[src/core/bfiu_params.svh]
// register map, field positions and reset values of the bit and flag unit
`ifndef BFIU_PARAMS_SVH
`define BFIU_PARAMS_SVH

`define BFIU_ADDR_W        8
`define BFIU_OFS_FLAGS     8'h00
`define BFIU_OFS_OPERAND   8'h04
`define BFIU_OFS_CMD       8'h08
`define BFIU_OFS_STATUS    8'h0C
`define BFIU_OFS_CTRL      8'h10

`define BFIU_FLAG_C        0
`define BFIU_FLAG_Z        1
`define BFIU_FLAG_N        2
`define BFIU_FLAG_V        3
`define BFIU_FLAG_S        4
`define BFIU_FLAG_H        5
`define BFIU_FLAG_T        6
`define BFIU_FLAG_I        7

`define BFIU_CMD_OP_LSB    0
`define BFIU_CMD_OP_MSB    4
`define BFIU_CMD_SEL_LSB   8
`define BFIU_CMD_SEL_MSB   10
`define BFIU_CTRL_RESUME   0
`define BFIU_STAT_HALTED   0
`define BFIU_STAT_DBGEN    1
`define BFIU_STAT_PEND     2

`define BFIU_FLAGS_RST     8'h00
`define BFIU_OPERAND_RST   8'h00
`define BFIU_CMD_RST       11'h000
`define BFIU_OP_CYCLES     1

`endif

[src/core/bfiu_pkg.sv]
// types shared by the bit and flag unit
package bfiu_pkg;

  typedef enum logic [4:0] {
    BFIU_OP_NOP   = 5'h00,
    BFIU_OP_ROL   = 5'h01,
    BFIU_OP_ROR   = 5'h02,
    BFIU_OP_LSR   = 5'h03,
    BFIU_OP_ASR   = 5'h04,
    BFIU_OP_SWAP  = 5'h05,
    BFIU_OP_BST   = 5'h06,
    BFIU_OP_BLD   = 5'h07,
    BFIU_OP_FSET  = 5'h08,
    BFIU_OP_FCLR  = 5'h09,
    BFIU_OP_SLEEP = 5'h0A,
    BFIU_OP_WDR   = 5'h0B,
    BFIU_OP_BREAK = 5'h0C
  } bfiu_op_t;

  typedef enum logic [2:0] {
    BFIU_BUS_IDLE = 3'b001,
    BFIU_BUS_WR   = 3'b010,
    BFIU_BUS_RD   = 3'b100
  } bfiu_bus_state_t;

endpackage : bfiu_pkg

[src/core/bfiu_alu_if.sv]
// operand and result bundle between the sequencer and the datapath
`timescale 1ns/1ps
`default_nettype none
interface bfiu_alu_if;
  bfiu_pkg::bfiu_op_t op;
  logic [2:0]         bitSel;
  logic [7:0]         operand;
  logic [7:0]         flagsIn;
  logic [7:0]         result;
  logic [7:0]         flagsOut;

  modport core (output op, output bitSel, output operand, output flagsIn,
                input result, input flagsOut);
  modport alu  (input op, input bitSel, input operand, input flagsIn,
                output result, output flagsOut);
endinterface : bfiu_alu_if
`default_nettype wire

[src/core/bfiu_alu.sv]
// combinational shift, bit transfer and flag datapath
`timescale 1ns/1ps
`default_nettype none
`include "bfiu_params.svh"
module bfiu_alu (
  bfiu_alu_if.alu aluBus
);
  logic [7:0] res;
  logic [7:0] fl;
  logic       shiftOut;
  logic       updArith;

  always_comb begin
    res      = aluBus.operand;
    fl       = aluBus.flagsIn;
    shiftOut = 1'b0;
    updArith = 1'b0;
    unique case (aluBus.op)
      bfiu_pkg::BFIU_OP_ROL: begin
        res      = {aluBus.operand[6:0], aluBus.flagsIn[`BFIU_FLAG_C]};
        shiftOut = aluBus.operand[7];
        updArith = 1'b1;
      end
      bfiu_pkg::BFIU_OP_ROR: begin
        res      = {aluBus.flagsIn[`BFIU_FLAG_C], aluBus.operand[7:1]};
        shiftOut = aluBus.operand[0];
        updArith = 1'b1;
      end
      bfiu_pkg::BFIU_OP_LSR: begin
        res      = {1'b0, aluBus.operand[7:1]};
        shiftOut = aluBus.operand[0];
        updArith = 1'b1;
      end
      bfiu_pkg::BFIU_OP_ASR: begin
        res      = {aluBus.operand[7], aluBus.operand[7:1]};
        shiftOut = aluBus.operand[0];
        updArith = 1'b1;
      end
      bfiu_pkg::BFIU_OP_SWAP: res = {aluBus.operand[3:0], aluBus.operand[7:4]};
      bfiu_pkg::BFIU_OP_BST:  fl[`BFIU_FLAG_T] = aluBus.operand[aluBus.bitSel];
      bfiu_pkg::BFIU_OP_BLD:  res[aluBus.bitSel] = aluBus.flagsIn[`BFIU_FLAG_T];
      bfiu_pkg::BFIU_OP_FSET: fl[aluBus.bitSel] = 1'b1;
      bfiu_pkg::BFIU_OP_FCLR: fl[aluBus.bitSel] = 1'b0;
      default: begin
        res = aluBus.operand;
      end
    endcase
    if (updArith) begin
      fl[`BFIU_FLAG_C] = shiftOut;
      fl[`BFIU_FLAG_Z] = (res == 8'h00);
      fl[`BFIU_FLAG_N] = res[7];
      fl[`BFIU_FLAG_V] = res[7] ^ shiftOut;
    end
    aluBus.result   = res;
    aluBus.flagsOut = fl;
  end
endmodule : bfiu_alu
`default_nettype wire

[src/core/bfiu_core.sv]
// bit and flag instruction unit with its register slave
`timescale 1ns/1ps
`default_nettype none
`include "bfiu_params.svh"

// How it works
// - rotate left through carry, old bit 7 to carry, Z C N V updated, one clock
// - rotate right through carry, old bit 0 to carry, Z C N V updated, one clock
// - bit store copies a chosen operand bit into the copy flag only
// - bit load writes the copy flag into a chosen operand bit, flags kept
// - set or clear carry alone in one clock
// - set or clear negative flag alone in one clock
// - set or clear signed test flag alone in one clock
// - set or clear overflow flag alone in one clock
// - set or clear half carry flag alone in one clock
// - set or clear the copy flag alone
// - sleep takes one clock, keeps flags, raises the sleep request
// - watchdog restart takes one clock, keeps flags, pulses the watchdog
// - break halts only when debugging is enabled and keeps flags
module bfiu_core (
  input  wire logic        sys_clk,
  input  wire logic        sys_rst,
  input  wire logic        hsel,
  input  wire logic [31:0] haddr,
  input  wire logic [1:0]  htrans,
  input  wire logic        hwrite,
  input  wire logic [2:0]  hsize,
  input  wire logic [31:0] hwdata,
  input  wire logic        hready,
  output var  logic        hreadyout,
  output var  logic [31:0] hrdata,
  output var  logic        hresp,
  input  wire logic        debugEnPin,
  output var  logic [7:0]  flagsWord,
  output var  logic        sleepReq,
  output var  logic        wdtRestart,
  output var  logic        debugHalted
);

  bfiu_pkg::bfiu_bus_state_t busState;
  logic [7:0]                busAddr;
  logic [7:0]                operand;
  logic [10:0]               cmdWord;
  logic                      cmdValid;
  logic                      dbgSync1;
  logic                      dbgEn;
  logic                      accept;
  logic                      wrPhase;
  logic                      execFire;
  bfiu_pkg::bfiu_op_t        cmdOp;
  logic [2:0]                cmdSel;
  logic [31:0]               next_hrdata;

  bfiu_alu_if aluBus ();

  bfiu_alu bfiu_alu_inst (
    .aluBus (aluBus.alu)
  );

  assign cmdOp          = bfiu_pkg::bfiu_op_t'(cmdWord[`BFIU_CMD_OP_MSB:`BFIU_CMD_OP_LSB]);
  assign cmdSel         = cmdWord[`BFIU_CMD_SEL_MSB:`BFIU_CMD_SEL_LSB];
  assign aluBus.op      = cmdOp;
  assign aluBus.bitSel  = cmdSel;
  assign aluBus.operand = operand;
  assign aluBus.flagsIn = flagsWord;

  // hsize is not decoded: only whole-word transfers are issued
  assign accept   = hsel && hready && htrans[1];
  assign wrPhase  = (busState == bfiu_pkg::BFIU_BUS_WR);
  // a halted core executes nothing until software resumes it
  assign execFire = cmdValid && !debugHalted;

  // debug enable pin, two-stage synchroniser
  always_ff @(posedge sys_clk) begin
    if (sys_rst) begin
      dbgSync1 <= 1'b0;
      dbgEn    <= 1'b0;
    end else begin
      dbgSync1 <= debugEnPin;
      dbgEn    <= dbgSync1;
    end
  end

  // bus phase tracking: writes finish in zero waits, reads take one wait
  always_ff @(posedge sys_clk) begin
    if (sys_rst) begin
      busState  <= bfiu_pkg::BFIU_BUS_IDLE;
      busAddr   <= 8'h00;
      hreadyout <= 1'b1;
      hresp     <= 1'b0;
    end else begin
      hresp <= 1'b0;
      unique case (busState)
        bfiu_pkg::BFIU_BUS_IDLE,
        bfiu_pkg::BFIU_BUS_WR: begin
          if (accept) begin
            busAddr   <= haddr[`BFIU_ADDR_W-1:0];
            busState  <= hwrite ? bfiu_pkg::BFIU_BUS_WR : bfiu_pkg::BFIU_BUS_RD;
            hreadyout <= hwrite;
          end else begin
            busState  <= bfiu_pkg::BFIU_BUS_IDLE;
            hreadyout <= 1'b1;
          end
        end
        bfiu_pkg::BFIU_BUS_RD: begin
          busState  <= bfiu_pkg::BFIU_BUS_IDLE;
          hreadyout <= 1'b1;
        end
        default: begin
          busState  <= bfiu_pkg::BFIU_BUS_IDLE;
          hreadyout <= 1'b1;
        end
      endcase
    end
  end

  // read data mux, loaded during the wait cycle
  always_comb begin
    next_hrdata = 32'h0000_0000;
    unique case (busAddr)
      `BFIU_OFS_FLAGS:   next_hrdata = {24'h00_0000, flagsWord};
      `BFIU_OFS_OPERAND: next_hrdata = {24'h00_0000, operand};
      `BFIU_OFS_CMD:     next_hrdata = {21'h00_0000, cmdWord};
      `BFIU_OFS_STATUS:  next_hrdata = {29'h0000_0000, cmdValid, dbgEn, debugHalted};
      default:           next_hrdata = 32'h0000_0000;
    endcase
  end

  always_ff @(posedge sys_clk) begin
    if (sys_rst) begin
      hrdata <= 32'h0000_0000;
    end else if (busState == bfiu_pkg::BFIU_BUS_RD) begin
      hrdata <= next_hrdata;
    end
  end

  // command register: a write queues one operation for the next edge
  always_ff @(posedge sys_clk) begin
    if (sys_rst) begin
      cmdWord  <= `BFIU_CMD_RST;
      cmdValid <= 1'b0;
    end else if (wrPhase && busAddr == `BFIU_OFS_CMD) begin
      cmdWord  <= hwdata[`BFIU_CMD_SEL_MSB:0];
      cmdValid <= 1'b1;
    end else if (execFire) begin
      cmdValid <= 1'b0;
    end
  end

  // flags word: execution wins over a bus write in the same edge
  always_ff @(posedge sys_clk) begin
    if (sys_rst) begin
      flagsWord <= `BFIU_FLAGS_RST;
    end else if (execFire) begin
      flagsWord <= aluBus.flagsOut;
    end else if (wrPhase && busAddr == `BFIU_OFS_FLAGS) begin
      flagsWord <= hwdata[7:0];
    end
  end

  // working register
  always_ff @(posedge sys_clk) begin
    if (sys_rst) begin
      operand <= `BFIU_OPERAND_RST;
    end else if (execFire) begin
      operand <= aluBus.result;
    end else if (wrPhase && busAddr == `BFIU_OFS_OPERAND) begin
      operand <= hwdata[7:0];
    end
  end

  // one-cycle requests to the sleep controller and watchdog
  always_ff @(posedge sys_clk) begin
    if (sys_rst) begin
      sleepReq   <= 1'b0;
      wdtRestart <= 1'b0;
    end else begin
      sleepReq   <= execFire && cmdOp == bfiu_pkg::BFIU_OP_SLEEP;
      wdtRestart <= execFire && cmdOp == bfiu_pkg::BFIU_OP_WDR;
    end
  end

  // debug halt: break only stops the core while debugging is enabled
  always_ff @(posedge sys_clk) begin
    if (sys_rst) begin
      debugHalted <= 1'b0;
    end else if (execFire && cmdOp == bfiu_pkg::BFIU_OP_BREAK && dbgEn) begin
      debugHalted <= 1'b1;
    end else if (wrPhase && busAddr == `BFIU_OFS_CTRL && hwdata[`BFIU_CTRL_RESUME]) begin
      debugHalted <= 1'b0;
    end
  end
endmodule : bfiu_core
`default_nettype wire

[config.mk]
export PLATFORM = sky130hd
export DESIGN_NAME = bfiu_core
export DESIGN_NICKNAME = d
export VERILOG_FILES = /design/src/core/bfiu_pkg.sv /design/src/core/bfiu_alu_if.sv /design/src/core/bfiu_alu.sv /design/src/core/bfiu_core.sv
export VERILOG_INCLUDE_DIRS = /design/src /design/src/core
export SDC_FILE = /design/constraint.sdc
export NUM_CORES = 1
export LEC_CHECK = 0
export BUFFER_PORTS_ARGS = -buffer_cell sky130_fd_sc_hd__clkbuf_2
export CORE_UTILIZATION = 54
export CTS_BUF_LIST = sky130_fd_sc_hd__clkbuf_8 sky130_fd_sc_hd__clkbuf_16
export DETAILED_ROUTE_END_ITERATION = 8
export HOLD_SLACK_MARGIN = 0.12
export PLACE_DENSITY = 0.85
export SETUP_SLACK_MARGIN = 0.02
export SLEW_MARGIN = 20
export SYNTH_ARGS = -nofsm -noshare
export SYNTH_HDL_FRONTEND = slang
export SYNTH_SLANG_ARGS = --single-unit
[constraint.sdc]
create_clock -name sys_clk -period 4 [get_ports sys_clk]
set_clock_uncertainty 0.15 [all_clocks]
set_input_delay 0.4 -clock sys_clk [delete_from_list [all_inputs] [get_ports sys_clk]]
set_output_delay 0.4 -clock sys_clk [all_outputs]
set_load 0.05 [all_outputs]
# Word level (Yosys, flattened, before mapping)

Index checks and enable logic that the tools add are counted.
W data, S select, Z words.

Bits in registers: 77
Bits of input ports: 75
Output and inout port bits: 45
Word-level logic and storage cells: 95

Order comparisons: 2
Eq/ne operators: 22
Muxes and demuxes: 22
Bitwise gates (word level): 6
Reductions and logical operators: 28

Operator list:

| cell                 | number |
|---|---|
| $pmux W8 S6          | 1 |
| $pmux W11 S4         | 1 |
| $mux W8              | 4 |
| $eq A5 B4 Y1 const B | 5 |
| $eq A5 B3 Y1 const B | 4 |
| $eq A8 B4 Y1 const B | 2 |
| $logic_not A8 Y1     | 2 |
| $logic_and A1 B1 Y1  | 13 |
| $pmux W6 S2          | 1 |
| $eq A5 B2 Y1 const B | 2 |
| $and A8 B8 Y8        | 1 |
| $bwmux W8            | 1 |
| $eq A8 B3 Y1 const B | 1 |
| $eq A8 B5 Y1 const B | 1 |
| $ne A4 B1 Y1 const B | 2 |
| $not A8 Y8           | 1 |
| $or A8 B8 Y8         | 1 |
| $reduce_and A2 Y1    | 4 |
| $reduce_bool A2 Y1   | 4 |
| $mux W1              | 7 |
| $reduce_or A3 Y1     | 2 |
| $eq A5 B1 Y1 const B | 1 |
| $lt A3 B4 Y1 const B | 1 |
| $mux W4              | 1 |
| 15 further kinds     | 17 |

# Longest topological paths before layout

Word-level depth: 9
Depth in mapped cells: 8
Mapped depth without buffers: 6

# Cells and area by module

From an unflattened synthesis, not the netlist that was laid out.

Cell total of the unflattened synthesis: 416
Area, all modules: 3,637.2 µm²

Modules (own cells, without submodules):

| module    | instances | cells each | area each (µm²) | sequential area each (µm²) |
|---|---|---|---|---|
| bfiu_core | 1         | 274        | 2,718.9         | 1,121.1 |
| bfiu_alu  | 1         | 142        | 918.4           | 0.0 |

# Worst setup path before layout

Ideal clock, no wire load.

Path kind: flip-flop to flip-flop
From: reg cmdWord[1]
To: reg (tool-made name)
Library setup time: 0.091 ns
Arrival: 1.785 ns
Required time: 3.759 ns
Slack: 1.974 ns
Stages on the path, launching flop included: 9
Path buffers: 2
Clock period less this slack: 2.026 ns
Path through: dfxtp_1 -> buf_6 -> or4b_4 -> buf_6 -> o32a_1 -> nand4_2 -> a31oi_2 -> xnor2_1 -> a311oi_1

RTL lines:

| what                   | line             | RTL |
|---|---|---|
| start, declared        | bfiu_core.sv:43  | `logic [10:0] cmdWord;` |
| start signal, assigned | bfiu_core.sv:140 | `` cmdWord <= `BFIU_CMD_RST; `` |
| start signal, assigned | bfiu_core.sv:143 | `` cmdWord <= hwdata[`BFIU_CMD_SEL_MSB:0]; `` |

==> impl_metrics.yaml <==
critical_path:
  path_delay_family: "simple AND/OR/NAND/NOR gates"
  cp-start-kind: "register"
  r2r_slack_ns: 1.40
  ff2ff_path_depth: 6
  worstReg2RegStart: "cmdWord[2]"
  arrival_ns: 2.65
  endpoint_kind: "register"
  path_buf_inv: 0
  worstPathRequired_ns: 4.05
  crit_chain: "nand2b_1 -> nor3_1 -> a21o_1 -> a21oi_1 -> a21oi_1 -> a211oi_1"
  slowest_stage: "nor3_1"
  path_class: "reg -> reg"
  cpMostUsedCell: "a21oi_1"
  crit_fanout: 23
  critPathMaxStageDelay_ns: 0.77
yosys:
  avgSynthCellArea_um2: 8.64
  synthFlopType: "dfxtp_1"
  async_flop_share_pct: 0
  synth_cells: 396
  synth_seq_cells: 56
  synth-edff-count: 0
  seq_area_frac_synth_pct: 32.8
  ys_warn_count: 0
  yosys.cell_types.count: 67
  netlist_area_um2: 3420
timing:
  period_share_pct: 65.1
  rsz0062_at_grt: "false"
  maxSlewViolCount: 0
  worstMarginPinSlew_ns: 0.987
  fin_ws_ns: 1.40
  hold_viol_final: 0
  slew_headroom_pct: 33.7
  finalSetupViolations: 0
  fin_setup_tns_ns: 0
  period_needed_ns: 2.60
  max_freq_ghz: 0.384
routing:
  first_pass_iters: 5
  wl_per_cell_um: 17.7
  via_per_inst: 6.22
  drt_iter0_markers: 311
  postRouteAntennaNets: 0
  drc: 0
  drt_wl_total_um: 8900
  vias: 3123
layout:
  nFillCells: 529
  n_antenna_cell: 0
  syn_to_final_growth_pct: 7.53
  drive_above_1_share_pct: 19.2
  final_cells: 502
  nets: 501
min_path:
  whs_path_depth: 2
  hold_end: "dbgSync1"
  min_path_type: "in -> reg"
  hp-start: "debugEnPin"
run:
  cap_violations: 0
clock_tree:
  insertion_delay_ns: 0.31
  cts.path.max_buffers: 2
  htreeDepth: 2
  cts_resized: 0
  clkTransAtPathRegs_ns: 0.10
  clock-sinks: 56
  numCtsBuffers: 5
  clockRootBuffer: "clkbuf_8"
  cts_tree: "done"
outcome:
  status: "finished, final reports clean"
grt:
  grtUsageTotal_pct: 28.2
  grt_overflow: 0
  grt_start_max_net_pins: 42
  grt_pass1_wl_um: 14000
  first_global_vias: 2693
  antenna_found_initial: 0
floorplan:
  dieArea_um2: 6660
  rows: 28
  die_h_um: 81.6
  core-area_um2: 6030
  start_util_pct: 56.8
  io_pins: 120
  die_x_um: 81.6
pwr:
  seqPwrFrac_pct: 54.6
  p_comb_share_pct: 9.3
  p_leak_nw: 1.44
  netSwitchingPower_mw: 0.269
  p_per_area_nw_per_um2: 283
  power_switching_share_pct: 25.8
  clkPwrFrac_pct: 36.1
  vdd_drop_max_mv: 0.161
  intPower_mw: 0.772
placed_design:
  portBuffers: 48
  dp_hpwl_um: 6290
  gp_congestion: 0.976
  dp_slack_ns: 1.55
  dpl.cell_count: 493
## through the flow
stage	total power [mW]	hold slack, ns	instance area [um^2]	util [%]
after floorplan	0.673	0.264	3500	-
after global placement	0.675	0.270	3560	59.1
after detailed placement	0.677	0.285	3560	59.1
after CTS	1.05	0.141	3680	61.1
after global routing	1.08	0.153	3680	61.1
final	1.04	0.143	3680	61.1
## cell usage in the layout (no fill, tap or decap), types with 3 or more instances in the layout
cell       n
mux2i_1   40
nor3b_1    4
dfxtp_1   56
o22ai_1    5
a221oi_1   6
nor4_1     4
or3_1      5
nand2_1   25
clkbuf_8   5
nand4_1    5
nand3b_1   3
mux2_1     7
clkbuf_2  48
a211oi_1  13
o21ai_0   14
nand2b_1   5
a21oi_1   16
a22oi_1   12
nor2b_1    4
nor2_1    53
inv_1      8
conb_1    22
nor3_1     6
mux4_2     3
## layer usage
metal / track usage, % / wire, um / part of all wire [%]
met3: 6.67 / 907 / 10
met4: 11.8 / 278 / 3.1
met5: 0 / 0 / 0
met1: 39.3 / 3830 / 43
met2: 41.4 / 3890 / 44
## Yosys cell counts, drive strengths merged, types with 6 or more instances
library cell,n,share of area [%]
dfxtp,56,33
nor2,55,6.2
mux2i,40,12
buf,36,7.2
nand2,25,2.7
o21ai,18,2.9
a21oi,17,2.6
a211oi,14,3.2
clkbuf,13,1.4
a22oi,12,2.6
mux2,9,3.0
nor3,8,1.6
a221oi,7,2.0
inv,7,0.77
nand4,6,1.3
## worst max path at each step
stage | start | slack (ns) | cells past startpoint | endpoint
after floorplan | cmdWord[1] | 1.97 | 8 | register
after global placement | cmdWord[2] | 1.52 | 6 | register
final | cmdWord[2] | 1.40 | 6 | register
after detailed placement | cmdWord[2] | 1.55 | 6 | register
after global routing | cmdWord[2] | 1.28 | 6 | register
after CTS | cmdWord[2] | 1.46 | 6 | register
## worst reg2reg max path, delay by kind of cell, from the launching register on
| kind | cells | cell delay (ns) |
|---|---|---|
| simple gates | 2 | 1.11 |
| flops | 1 | 0.62 |
| compound gates | 4 | 0.61 |
## layout make-up
class / count / area (um^2) / share of cell area (%)
Inverter: 7 / 26.3 / 0.714
Clock buffer: 5 / 68.8 / 1.87
Timing Repair Buffer: 51 / 265 / 7.21
Sequential cell: 56 / 1120 / 30.5
Tap cell: 75 / 93.8 / 2.55
Multi-Input combinational cell: 305 / 2060 / 56.0
Clock inverter: 3 / 42.5 / 1.16
## kinds of logic (layout without fill, tap and decap cells)
logic type	after synthesis	after routing	share of synthesized area [%]
and+or+nand+nor	136	136	21.4
AOI/OAI and AO/OA	92	92	18.9
DFF	56	56	32.8
other	1	22	0.110
xor gates and xnor gates	3	3	0.768
buffers and inverters	56	66	9.36
muxes	52	52	16.6
## power by group through the flow
stage / clock [mW] / sequential (mW) / combinational (mW)
2_1_floorplan: 0 / 0.579 / 0.0939
3_3_place_gp: 0 / 0.581 / 0.0943
3_5_place_dp: 0 / 0.581 / 0.0955
4_1_cts: 0.383 / 0.568 / 0.0964
5_1_grt: 0.405 / 0.570 / 0.104
6_report: 0.376 / 0.569 / 0.0972
## what timing repair did
item                                    4_1_cts  5_1_grt
setup buffers                                 0        0
endpoints found under the setup margin        0        0
hold endpoints to repair                      1        0
hold buffers                                  1        0
(Power assumes the default switching activity.)
